[config.mk]
export PLATFORM = sky130hd
export DESIGN_NAME = oscillator_clock_source_control
export DESIGN_NICKNAME = d
export VERILOG_FILES = /design/src/hdl/osc_ctrl_pkg.sv /design/src/hdl/oscillator_clock_source_control.sv
export VERILOG_INCLUDE_DIRS = /design/src /design/src/hdl
export SDC_FILE = /design/constraint.sdc
export NUM_CORES = 1
export LEC_CHECK = 0
export BUFFER_PORTS_ARGS = -buffer_cell sky130_fd_sc_hd__buf_2
export CAP_MARGIN = 20
export CORE_ASPECT_RATIO = 1.1
export CORE_UTILIZATION = 45
export DETAILED_ROUTE_END_ITERATION = 8
export GPL_TIMING_DRIVEN = 0
export PLACE_DENSITY = 0.68
export SLEW_MARGIN = 30
export SYNTH_ARGS = -nofsm -noshare
export SYNTH_HDL_FRONTEND = slang
export SYNTH_SLANG_ARGS = --single-unit
[constraint.sdc]
create_clock -name sys_clk_in -period 1.82 [get_ports sys_clk_in]
set_input_delay 0.455 -clock sys_clk_in [delete_from_list [all_inputs] [get_ports sys_clk_in]]
set_output_delay 0.455 -clock sys_clk_in [all_outputs]
set_load 0.05 [all_outputs]
[src/hdl/osc_ctrl_consts.svh]
// Offsets, field positions, reset values and timing counts of the oscillator control block.
// Included by the package and the design module; definitions only.
`ifndef OSC_CTRL_CONSTS_SVH
`define OSC_CTRL_CONSTS_SVH

`define INT_OSC_CTRL_ADDR     8'hb2
`define INT_OSC_CTRL_RESET    8'h80
`define BIT_ENABLE            7
`define BIT_READY             6
`define BIT_SUSPEND           5
`define FIELD_DIV_HI          1
`define FIELD_DIV_LO          0
`define SETTLE_TIME_NS        1000
`define CLK_PERIOD_NS         50
`define SETTLE_CYCLES         ((`SETTLE_TIME_NS + `CLK_PERIOD_NS - 1) / `CLK_PERIOD_NS)
`define PRESCALE_DIV          4

`endif

[src/hdl/osc_ctrl_pkg.sv]
// Types shared by the oscillator control block.
// Assumes the constants header sits beside it.
package osc_ctrl_pkg;
    `include "osc_ctrl_consts.svh"

    typedef enum logic [1:0] {
        OSC_OFF,
        OSC_SETTLING,
        OSC_RUNNING,
        OSC_SUSPENDED
    } osc_state_t;

    typedef enum logic [1:0] {
        DIV_BY_8,
        DIV_BY_4,
        DIV_BY_2,
        DIV_BY_1
    } post_div_t;
endpackage

[src/hdl/oscillator_clock_source_control.sv]
// Internal oscillator control register, suspend and wake, post-divider, and
// external oscillator pin claim and clock selection.
// Assumes a single-cycle special-function-register bus on sys_clk_in; wake and
// pin inputs arrive asynchronously and are synchronised here.
`timescale 1ns/1ps

`include "osc_ctrl_consts.svh"

// Behaviour
// - Bit 7 enables oscillator, resets to one
// - Bit 6 reads one only when settled
// - Writing suspend halts oscillator until wake
// - Wake on mismatch, timer overflow, transceiver activity
// - Wake on resume, bus reset, device reset
// - Divide-by-four then 8/4/2/1 per field code
// - Bits 4 to 2 read zero, writes ignored
// - Crystal mode claims both crystal terminal pins
// - Other external modes claim terminal B only
// - External clock selectable for system and peripherals
module oscillator_clock_source_control
    import osc_ctrl_pkg::*;
#(
    parameter int SETTLE_CYCLES = `SETTLE_CYCLES
) (
    // Clock and reset
    input  wire logic       sys_clk_in,
    input  wire logic       rstn_in,
    // Special-function-register bus
    input  wire logic [7:0] sfr_addr_in,
    input  wire logic [7:0] sfr_wdata_in,
    input  wire logic       sfr_wr_in,
    input  wire logic       sfr_rd_in,
    output logic      [7:0] sfr_rdata_out,
    output logic            sfr_hit_out,
    // Suspend wake events, asynchronous
    input  wire logic       port_mismatch_in,
    input  wire logic       timer3_overflow_in,
    input  wire logic       usb_activity_in,
    input  wire logic       usb_resume_in,
    input  wire logic       usb_bus_reset_in,
    input  wire logic       usb_reset_in,
    // Internal oscillator
    input  wire logic       int_osc_clk_in,
    output logic            int_osc_run_out,
    output logic      [1:0] int_osc_post_divider_out,
    output logic            int_osc_clk_out,
    // External oscillator drive configuration
    input  wire logic       ext_osc_enable_in,
    input  wire logic       ext_osc_crystal_mode_in,
    input  wire logic       ext_osc_select_system_clock_in,
    input  wire logic       ext_osc_clk_in,
    output logic            crystal_terminal_a_claim_out,
    output logic            crystal_terminal_b_claim_out,
    output logic            system_clock_from_ext_out,
    output logic            periph_ext_clk_out
);

    localparam int CNT_W = $clog2(SETTLE_CYCLES + 1);

    logic [5:0]       wake_meta_reg;
    logic [5:0]       wake_sync_reg;
    logic [1:0]       osc_meta_reg;
    logic [1:0]       osc_sync_reg;
    logic             enable_reg;
    logic             suspend_reg;
    logic [1:0]       post_div_reg;
    osc_state_t       state_reg;
    logic [CNT_W-1:0] settle_cnt_reg;
    logic [2:0]       div_cnt_reg;
    logic             osc_clk_prev_reg;
    logic             div_out_reg;
    logic             ext_sel_reg;
    logic             ext_clk_reg;
    logic             wake;
    logic             reg_write;
    logic             osc_rise;

    function automatic logic [2:0] div_terminal(input logic [1:0] code);
        case (post_div_t'(code))
            DIV_BY_8: div_terminal = 3'h3;
            DIV_BY_4: div_terminal = 3'h1;
            DIV_BY_2: div_terminal = 3'h0;
            default:  div_terminal = 3'h0;
        endcase
    endfunction

    // Synchronisers for asynchronous inputs
    always_ff @(posedge sys_clk_in) begin
        if (!rstn_in) begin
            wake_meta_reg <= 6'h00;
            wake_sync_reg <= 6'h00;
            osc_meta_reg  <= 2'h0;
            osc_sync_reg  <= 2'h0;
        end else begin
            wake_meta_reg <= {usb_reset_in, usb_bus_reset_in, usb_resume_in,
                              usb_activity_in, timer3_overflow_in, port_mismatch_in};
            wake_sync_reg <= wake_meta_reg;
            osc_meta_reg  <= {ext_osc_clk_in, int_osc_clk_in};
            osc_sync_reg  <= osc_meta_reg;
        end
    end

    assign wake      = |wake_sync_reg;
    assign reg_write = sfr_wr_in && (sfr_addr_in == `INT_OSC_CTRL_ADDR);

    // Control register
    always_ff @(posedge sys_clk_in) begin
        if (!rstn_in) begin
            enable_reg   <= 1'b1;
            suspend_reg  <= 1'b0;
            post_div_reg <= 2'h0;
        end else begin
            if (reg_write) begin
                enable_reg   <= sfr_wdata_in[`BIT_ENABLE];
                post_div_reg <= sfr_wdata_in[`FIELD_DIV_HI:`FIELD_DIV_LO];
            end
            // Wake wins over a suspend request in the same cycle
            if (wake) begin
                suspend_reg <= 1'b0;
            end else if (reg_write && sfr_wdata_in[`BIT_SUSPEND]) begin
                suspend_reg <= 1'b1;
            end
        end
    end

    // Oscillator run state and settle timer
    always_ff @(posedge sys_clk_in) begin
        if (!rstn_in) begin
            state_reg      <= OSC_RUNNING;
            settle_cnt_reg <= '0;
        end else begin
            case (state_reg)
                OSC_OFF: begin
                    if (enable_reg && !suspend_reg) begin
                        state_reg      <= OSC_SETTLING;
                        settle_cnt_reg <= '0;
                    end
                end
                OSC_SETTLING: begin
                    if (!enable_reg) begin
                        state_reg <= OSC_OFF;
                    end else if (suspend_reg) begin
                        state_reg <= OSC_SUSPENDED;
                    end else if (settle_cnt_reg == CNT_W'(SETTLE_CYCLES - 1)) begin
                        state_reg <= OSC_RUNNING;
                    end else begin
                        settle_cnt_reg <= settle_cnt_reg + 1'b1;
                    end
                end
                OSC_RUNNING: begin
                    if (!enable_reg) begin
                        state_reg <= OSC_OFF;
                    end else if (suspend_reg) begin
                        state_reg <= OSC_SUSPENDED;
                    end
                end
                default: begin
                    if (!enable_reg) begin
                        state_reg <= OSC_OFF;
                    end else if (!suspend_reg) begin
                        state_reg      <= OSC_SETTLING;
                        settle_cnt_reg <= '0;
                    end
                end
            endcase
        end
    end

    // Read path
    always_ff @(posedge sys_clk_in) begin
        if (!rstn_in) begin
            sfr_rdata_out <= 8'h00;
            sfr_hit_out   <= 1'b0;
        end else begin
            sfr_hit_out <= 1'b0;
            if (sfr_rd_in && (sfr_addr_in == `INT_OSC_CTRL_ADDR)) begin
                sfr_hit_out   <= 1'b1;
                sfr_rdata_out <= {enable_reg,
                                  state_reg == OSC_RUNNING,
                                  suspend_reg,
                                  3'h0,
                                  post_div_reg};
            end else if (sfr_rd_in) begin
                sfr_rdata_out <= 8'h00;
            end
        end
    end

    // Post-divider on the pre-divided oscillator, sampled on system clock
    assign osc_rise = osc_sync_reg[0] && !osc_clk_prev_reg;

    always_ff @(posedge sys_clk_in) begin
        if (!rstn_in) begin
            osc_clk_prev_reg <= 1'b0;
            div_cnt_reg      <= 3'h0;
            div_out_reg      <= 1'b0;
        end else begin
            osc_clk_prev_reg <= osc_sync_reg[0];
            if (state_reg != OSC_RUNNING) begin
                div_cnt_reg <= 3'h0;
                div_out_reg <= 1'b0;
            end else if (post_div_t'(post_div_reg) == DIV_BY_1) begin
                // Divide by one passes the sampled clock straight through
                div_cnt_reg <= 3'h0;
                div_out_reg <= osc_sync_reg[0];
            end else if (osc_rise) begin
                if (div_cnt_reg >= div_terminal(post_div_reg)) begin
                    div_cnt_reg <= 3'h0;
                    div_out_reg <= ~div_out_reg;
                end else begin
                    div_cnt_reg <= div_cnt_reg + 3'h1;
                end
            end
        end
    end

    // External oscillator pin claim and clock routing
    always_ff @(posedge sys_clk_in) begin
        if (!rstn_in) begin
            crystal_terminal_a_claim_out <= 1'b0;
            crystal_terminal_b_claim_out <= 1'b0;
            ext_sel_reg                  <= 1'b0;
            ext_clk_reg                  <= 1'b0;
        end else begin
            crystal_terminal_a_claim_out <= ext_osc_enable_in && ext_osc_crystal_mode_in;
            crystal_terminal_b_claim_out <= ext_osc_enable_in;
            ext_sel_reg                  <= ext_osc_enable_in && ext_osc_select_system_clock_in;
            ext_clk_reg                  <= ext_osc_enable_in && osc_sync_reg[1];
        end
    end

    assign int_osc_run_out           = (state_reg == OSC_SETTLING) || (state_reg == OSC_RUNNING);
    assign int_osc_post_divider_out  = post_div_reg;
    assign int_osc_clk_out           = div_out_reg;
    assign system_clock_from_ext_out = ext_sel_reg;
    assign periph_ext_clk_out        = ext_clk_reg;

endmodule

---- Word-level counts from Yosys, hierarchy flattened ----
Index checks and enable logic that the tools add are counted.
word-level totals
  bits in latches ......................... 0
  bits in writable memories ............... 0
  bits of input ports ..................... 31
  ROM bits ................................ 0
  memories kept ........................... 0
  bits in registers ....................... 42
operators by class
  equality and inequality tests ........... 15
  shift-type cells ........................ 0
  div/mod/pow operators ................... 0
  multiply operators ...................... 0
  multiplexer cells ....................... 28
  bitwise logic cells ..................... 3
  $lt $le $gt $ge ......................... 1
  reduce and logical (&&, ||, !) cells .... 23
  add/subtract/negate cells ............... 2
operator list
  cell                                                                     number
  5-bit two-way mux                                                        6
  2-bit two-way mux                                                        8
  8-bit two-way mux                                                        2
  3-bit two-way mux                                                        5
  5-bit case mux with 3 select lines                                       1
  2-bit inequality test, second input constant                             5
  8-bit == test, second input constant                                     1
  1-bit logical AND                                                        8
  2-bit nonzero test                                                       4
  7-bit AND reduction                                                      1
  7-bit OR reduction                                                       1
  2-bit case mux with 3 select lines                                       1
  5-bit by 1-bit adder with 5-bit output, second input constant            1
  5-bit == test, second input constant                                     1
  5-bit by 2-bit inequality test with 1-bit output, second input constant  1
  2-bit by 1-bit == test with 1-bit output, second input constant          2
  2-bit == test, second input constant                                     2
  2-bit zero test                                                          2
  1-bit two-way mux                                                        4
  4-bit inequality test, second input constant                             1
  2-bit case mux with 2 select lines                                       1
  4-bit AND reduction                                                      1
  3-bit by 1-bit adder with 3-bit output, second input constant            1
  3-bit greater-or-equal comparator                                        1
  other kinds (8)                                                          11

---- Depth between registers and ports, before layout ----
Gate-level depths: netlist of run 1.
  word-level depth ........................ 10
  depth in mapped cells ................... 7
  mapped depth without buffers ............ 6

---- Least setup slack after synthesis of run 1 ----
No wires, ideal clock.
  kind .................................... register to register
  start point ............................. register post_div_reg[1], in the netlist int_osc_post_divider_out[1]
  end point ............................... register div_cnt_reg[1]
  cell stages (with the launch flop) ...... 7
  setup slack ............................. 9 ps
  data required time ...................... 1749 ps
  clock period less this slack ............ 1811 ps
  library setup time ...................... 71 ps
  data arrival time ....................... 1740 ps
  buffers on the path ..................... 0
  path through ............................ dfxtp_1 inv_1 ha_1 nand2b_1 a211oi_1 o2111ai_1 a21oi_1
on the way
  cells in the longest elaborated chain, start to end .. 8
  elaborated cells between the ends (all ways) .. 11
ends and longest elaborated chain
  element                                                                             RTL line                                RTL
  from (decl)                                                                         oscillator_clock_source_control.sv:66   logic [1:0] post_div_reg;
  from (signal assigned)                                                              oscillator_clock_source_control.sv:115  post_div_reg <= sfr_wdata_in[`FIELD_DIV_HI:`FIELD_DIV_LO];
  2-bit by 1-bit == test with 1-bit output / 2-bit zero test (equally long branches)  oscillator_clock_source_control.sv:79   case (post_div_t'(code))
  2-bit case mux with 2 select lines                                                  oscillator_clock_source_control.sv:79
  3-bit two-way mux                                                                   oscillator_clock_source_control.sv:206  end else if (osc_rise) begin
  3-bit two-way mux                                                                   oscillator_clock_source_control.sv:202  end else if (post_div_t'(post_div_reg) == DIV_BY_1) begin
  3-bit two-way mux                                                                   oscillator_clock_source_control.sv:199  if (state_reg != OSC_RUNNING) begin
  3-bit two-way mux                                                                   oscillator_clock_source_control.sv:193  if (!rstn_in) begin
  3-bit greater-or-equal comparator                                                   oscillator_clock_source_control.sv:207  if (div_cnt_reg >= div_terminal(post_div_reg)) begin
  3-bit two-way mux                                                                   oscillator_clock_source_control.sv:207
  to (signal assigned)                                                                oscillator_clock_source_control.sv:211  div_cnt_reg <= div_cnt_reg + 3'h1;
  to (decl)                                                                           oscillator_clock_source_control.sv:69   logic [2:0] div_cnt_reg;
Parallel ways exist; a longest one is shown, timed or not. The select of a mux whose other input is x is not followed.
A chain may end at the register's enable or synchronous reset.

---- Final worst setup path of run 1 ----
  start point ............................. register state_reg[0]
  end point ............................... output int_osc_run_out
on the way
  cells in the longest elaborated chain, start to end .. 2
  elaborated cells between the ends (all ways) .. 3
ends and longest elaborated chain
  element                                                                           RTL line                                RTL
  from (decl)                                                                       oscillator_clock_source_control.sv:67   osc_state_t state_reg;
  from (signal assigned)                                                            oscillator_clock_source_control.sv:129  state_reg <= OSC_RUNNING;
  from (signal assigned)                                                            oscillator_clock_source_control.sv:135  state_reg <= OSC_SETTLING;
  from (signal assigned)                                                            oscillator_clock_source_control.sv:141  state_reg <= OSC_OFF;
  2-bit by 1-bit == test with 1-bit output / 2-bit == test (equally long branches)  oscillator_clock_source_control.sv:232  assign int_osc_run_out = (state_reg == OSC_SETTLING) || (state_reg == OSC_RUNNING);
  1-bit logical OR *                                                                oscillator_clock_source_control.sv:232
  to (decl)                                                                         oscillator_clock_source_control.sv:44   output logic int_osc_run_out,
Every way passes the cells marked *; elsewhere a longest branch is shown, timed or not.

==> results of run 1 <==
repair_timing:
action	4_1_cts	5_1_grt
hold endpoints to repair	0	0
buffers inserted	0	2
gates resized for setup	0	2
hold buffers	0	0
setup endpoints to repair	0	2
routing by layer:
metal	vias up	GRT usage (%)	share of wire, %
li1	670	-	-
met1	594	17.51	44
met2	39	29.67	50
met3	4	6.990	5.6
met4	0	4.830	0.94
met5	-	0	0
cells in the final DEF, fill, tap and decap left out, drive strengths merged, types with 3 or more instances in the layout:
cell type / count
a21boi: 7
a31oi: 3
inv: 10
o21ai: 4
ha: 8
clkbuf: 8
nand2b: 4
conb: 3
nand3: 7
buf: 46
a22o: 4
nor2b: 4
nor3: 4
nand2: 15
dfxtp: 42
and3: 5
and2: 18
metrics by stage:
step                      setup WS (ns)  utilization [%]  cell area (sq um)
after floorplan                0.008902                -               1719
after global placement           0.1833            54.09               1977
after detailed placement        0.09823            54.09               1977
after CTS                       0.06545            56.69               2072
after global routing           0.002621            57.27               2093
final                           0.07131            57.27               2093
final timing paths:
check / endpoint / slack, ns / depth (start not counted)
min reg2reg: wake_sync_reg[0]$_SDFF_PN0_ / 0.44 / 1
max reg2reg: div_cnt_reg[2]$_SDFFE_PP0P_ / 0.11 / 5
min: wake_meta_reg[2]$_SDFF_PN0_ / 0.36 / 2
max: int_osc_run_out / 0.07 / 3
area by class of cell:
cell class              count  area (sq um)
plain buffers               8         50.05
clock buffers               5         68.82
clock inverters             3         26.28
fillers                   321          1562
inverters                   7         26.28
multi-input cells         113         808.3
flip-flops and latches     42         840.8
well taps                  50         62.56
repair buffers             41         210.2
power by group:
group	internal, mW	switching, mW
clock network	0.285	0.340
logic	0.250	0.317
registers	0.963	0.0305
cells by family after synthesis:
| kind of cell | count (synthesis) | share of synthesized area [%] |
|---|---|---|
| xor gates and xnor gates | 1 | 0.5118 |
| AOI/OAI and AO/OA | 32 | 14.11 |
| DFF | 42 | 49.12 |
| buffers and inverters | 16 | 4.678 |
| adders and majority gates | 8 | 5.848 |
| and+or+nand+nor | 68 | 24.93 |
| muxes | 1 | 0.5848 |
| other | 1 | 0.2191 |
worst max-delay path, stage by stage (launching register included):
cell,delay [ns]
dfxtp_1,0.40
inv_1,0.08
ha_1,0.27
buf_2,0.25
==> impl_metrics.yaml, run 1 <==
logic_synthesis:
  synth_common_cells: "42 x dfxtp_1, 18 x and2_1, 15 x nand2_1"
  yosysMostFrequentCell: "dfxtp_1"
  synth_top_area_share_pct: 49.12
  syn_inst: 169
  ys_seq_area_share_pct: 49.12
  synth_cell_types: 44
  synth_area_leaders: "dfxtp_1 49%, and2_1 6.6%, ha_1 5.8%, nand2_1 3.3%, a22o_2 2.3%"
  yosysTopAreaCell: "dfxtp_1"
  synth_ff_type: "dfxtp_1"
  synth_enable_flop_cells: 0
  synth-seq-cells: 42
  async_reset_ff_share_pct: 0
  netlist_area_sq_um: 1712
  synth-warning-count: 0
  syn_avg_cell_area_sq_um: 10.13
global_route:
  grt_pass1_vias: 1198
  grt_max_degree: 17
  grt_pass1_wl_microns: 4933
  antenna_found_initial: 0
  overflow: 0
  grt_use_total_pct: 16.65
timing:
  clock_skew_ns: 0.008921
  fin_hold_ws_ns: 0.3575
  finalCriticalPeriod_ns: 1.749
  finalCritPeriodShare_pct: 96.08
  fin_setup_tns_ns: 0
  slew_violations: 0
  rsz0062_at_grt: "false"
  hold_viol: 0
  fmax_mhz: 571.9
  setup_violations: 0
critical_path:
  cp.arrival_ns: 1.29
  critPathMaxFanout: 4
  worstSetupStartpointType: "flop"
  r2r-start: "int_osc_post_divider_out[0]$_SDFFE_PN0P_"
  critPathCaptureType: "output pin"
  critical_path_class: "flop to output pin"
  crit_start: "state_reg[0]$_SDFFE_PN0P_"
  cp_data_required_time_ns: 1.36
floorplanning:
  dieArea_sq_um: 4055
  core_region_area_sq_um: 3655
  initial_core_util_pct: 46.83
  num_rows: 23
  die_x_microns: 60.81
  ioPinCount: 48
  die_y_microns: 66.69
hold_path:
  hp-class: "primary input to flop"
  hold_start: "usb_activity_in"
detailed_routing:
  via_per_inst: 4.859
  wl_microns: 3200
  avgRoutedWirePerCell_microns: 11.90
  first_iter_violations: 48
  antenna_left: 0
  vias: 1307
  firstDrtPassIters: 4
  drcViolationCount: 0
clock_network:
  cts_tree: "done"
  clk_pin_slew_ns: 0.09
  root_buffer: "clkbuf_8"
  clk_path_buf_depth: 2
  insertion_delay_ns: 0.29
  cts-htree-levels: 2
  numClockSinks: 42
  numCtsBuffers: 5
final_layout:
  area_growth_pct: 22.30
  drive_above_1_share_pct: 30.14
  diodes: 0
  nets: 257
  stdcell_count: 269
power_and_ir_drop:
  static-leakage-power_nw: 0.9460
  power_mw: 2.186
  pwr_density_cell_nw_per_um2: 1044
  vdd_drop_max_v: 0.0005323
placed_design:
  port_buffers: 39
  place_inst: 260
  hpwlAfterDp_microns: 2460
  place_congestion: 0.7361
job:
  cap_violations: 0
run_status:
  status: "finished clean"
Power figures use the tool's default switching activity.
==> inputs of run 2 (changes only) <==
--- a/config.mk
+++ b/config.mk
@@ -9,10 +9,10 @@
 export BUFFER_PORTS_ARGS = -buffer_cell sky130_fd_sc_hd__buf_2
 export CAP_MARGIN = 20
 export CORE_ASPECT_RATIO = 1.1
-export CORE_UTILIZATION = 45
+export CORE_UTILIZATION = 32
 export DETAILED_ROUTE_END_ITERATION = 8
 export GPL_TIMING_DRIVEN = 0
-export PLACE_DENSITY = 0.68
+export PLACE_DENSITY = 0.51
 export SLEW_MARGIN = 30
 export SYNTH_ARGS = -nofsm -noshare
 export SYNTH_HDL_FRONTEND = slang
==> run 2 against run 1 <==
- register-to-register slack better by 0.07 ns
- total power is 3.8% higher
- setup slack better by 0.016 ns
- wire length is 4.1% lower
- critical endpoint unchanged
- critical path depth stayed put
- combinational power is 6.2% lower
- via count is 2.2% lower
- sequential cell count stayed put
- first-iteration DRC count is 44% higher
- fmax is 0.93% higher
- sequential power hardly changed
==> impl_metrics.yaml, run 2 (synthesis results as in run 1) <==
critical_path:
  r2r-start: "state_reg[0]$_SDFFE_PN0P_"
  max_stage_delay_ns: 0.40
  crit_chain: "inv_1 -> ha_1 -> clkbuf_4"
  critPathMaxFanout: 4
  worstSetupStartpointType: "flop"
  critPathSlowestCell: "dfxtp_1"
  critical_path_class: "flop to output pin"
  cp_data_required_time_ns: 1.36
  cp.arrival_ns: 1.28
  critPathCaptureType: "output pin"
  crit_start: "state_reg[0]$_SDFFE_PN0P_"
power_and_ir_drop:
  pwr_density_cell_nw_per_um2: 1074
  vdd_drop_max_v: 0.0005246
  clkPwrFrac_pct: 32.9
  switching_share_pct: 29.47
  power_frac_comb_pct: 23.4
  static-leakage-power_nw: 0.9470
  pwr-share-seq_pct: 43.7
  power_mw: 2.270
  p_int_mw: 1.601
  switchingPower_mw: 0.6688
hold_path:
  hp-class: "primary input to flop"
  hold_start: "usb_bus_reset_in"
detailed_routing:
  wl_microns: 3069
  drcViolationCount: 0
  vias: 1278
  first_iter_violations: 69
  avgRoutedWirePerCell_microns: 11.16
  antenna_left: 0
  via_per_inst: 4.647
  firstDrtPassIters: 4
clock_network:
  numCtsBuffers: 5
  clk_pin_slew_ns: 0.08
  numClockSinks: 42
  insertion_delay_ns: 0.30
  cts_tree: "done"
  root_buffer: "clkbuf_8"
  clk_path_buf_depth: 2
  cts-htree-levels: 2
final_layout:
  final_common_cell: "dfxtp_1"
  nets: 255
  final_cell_mix: "42 x dfxtp_1, 39 x buf_2, 18 x and2_1, 15 x nand2_1"
  diodes: 0
  design_area_sq_um: 2113
  drive_above_1_share_pct: 29.95
  area_growth_pct: 23.47
global_route:
  overflow: 0
  grt_pass1_wl_microns: 5333
  grt_max_degree: 15
  antenna_found_initial: 0
  grt_pass1_vias: 1211
  grt_use_total_pct: 12.30
floorplanning:
  core_region_area_sq_um: 5067
  die_x_microns: 71.73
  die_y_microns: 78.71
  initial_core_util_pct: 33.78
  num_rows: 27
  ioPinCount: 48
  dieArea_sq_um: 5646
run_status:
  status: "finished clean"
job:
  cap_violations: 0
placed_design:
  placed_cell_area_sq_um: 1987
  port_buffers: 39
  hpwlAfterDp_microns: 2260
  place_congestion: 0.7308
  place_ws_ns: 0.1262
timing:
  fin_hold_ws_ns: 0.3552
  fin_setup_tns_ns: 0
  setup_violations: 0
  slew_violations: 0
  clock_skew_ns: 0.005057
  fmax_mhz: 577.2
  finalCritPeriodShare_pct: 95.20
  rsz0062_at_grt: "false"
  fin_ws_ns: 0.08745
  finalCriticalPeriod_ns: 1.733
  hold_viol: 0
[run 2: stage by stage]
step,cells,util [%]
4_1_cts,276,41.43
3_5_place_dp,268,39.21
3_3_place_gp,268,39.21
6_report,275,41.70
2_1_floorplan,171,-
5_1_grt,275,41.70
[run 2: power groups by stage]
stage	registers [mW]	logic, mW	clock network, mW
floorplan	1.02	0.388	0
global placement	1.01	0.502	0
detailed placement	1.01	0.497	0
CTS	0.991	0.502	0.770
global route	0.998	0.594	0.806
finish	0.992	0.532	0.746
[run 2: cell type report]
type                            count  area (sq um)
Fill cell                         519          2954
Sequential cell                    42         840.8
Multi-Input combinational cell    113         813.3
Timing Repair Buffer               39         197.7
Tap cell                           58         72.57
Clock buffer                        5         68.82
Buffer                              8         50.05
Clock inverter                      3         43.79
Inverter                            7         26.28
[run 2: final timing paths]
check	endpoint	slack, ns	depth (start not counted)
max	int_osc_run_out	0.09	3
min	wake_meta_reg[4]$_SDFF_PN0_	0.36	2
max reg2reg	state_reg[0]$_SDFFE_PN0P_	0.18	6
min reg2reg	osc_sync_reg[0]$_SDFF_PN0_	0.43	1
[run 2: worst max-delay path, delay by kind of cell, from the launching register on]
kind / cells / cell delay (ns)
adders and majority gates: 1 / 0.29
buffers and inverters: 2 / 0.29
DFF: 1 / 0.40
[run 2: timing repair]
| action | in CTS | in global routing |
|---|---|---|
| gates resized for setup | 0 | 4 |
| buffers inserted | 0 | 0 |
| setup endpoints to repair | 0 | 6 |
| hold buffers | 0 | 0 |
[run 2: layer usage]
| layer | vias to the layer above | global-route usage (%) | routed length [microns] | part of all wire [%] |
|---|---|---|---|---|
| met2 | 48 | 19.43 | 1322 | 43 |
| met4 | 0 | 7.059 | 73 | 2.4 |
| met1 | 554 | 15.00 | 1492 | 49 |
| met5 | - | 0 | 0 | 0 |
| li1 | 669 | - | - | - |
| met3 | 7 | 3.299 | 181 | 5.9 |
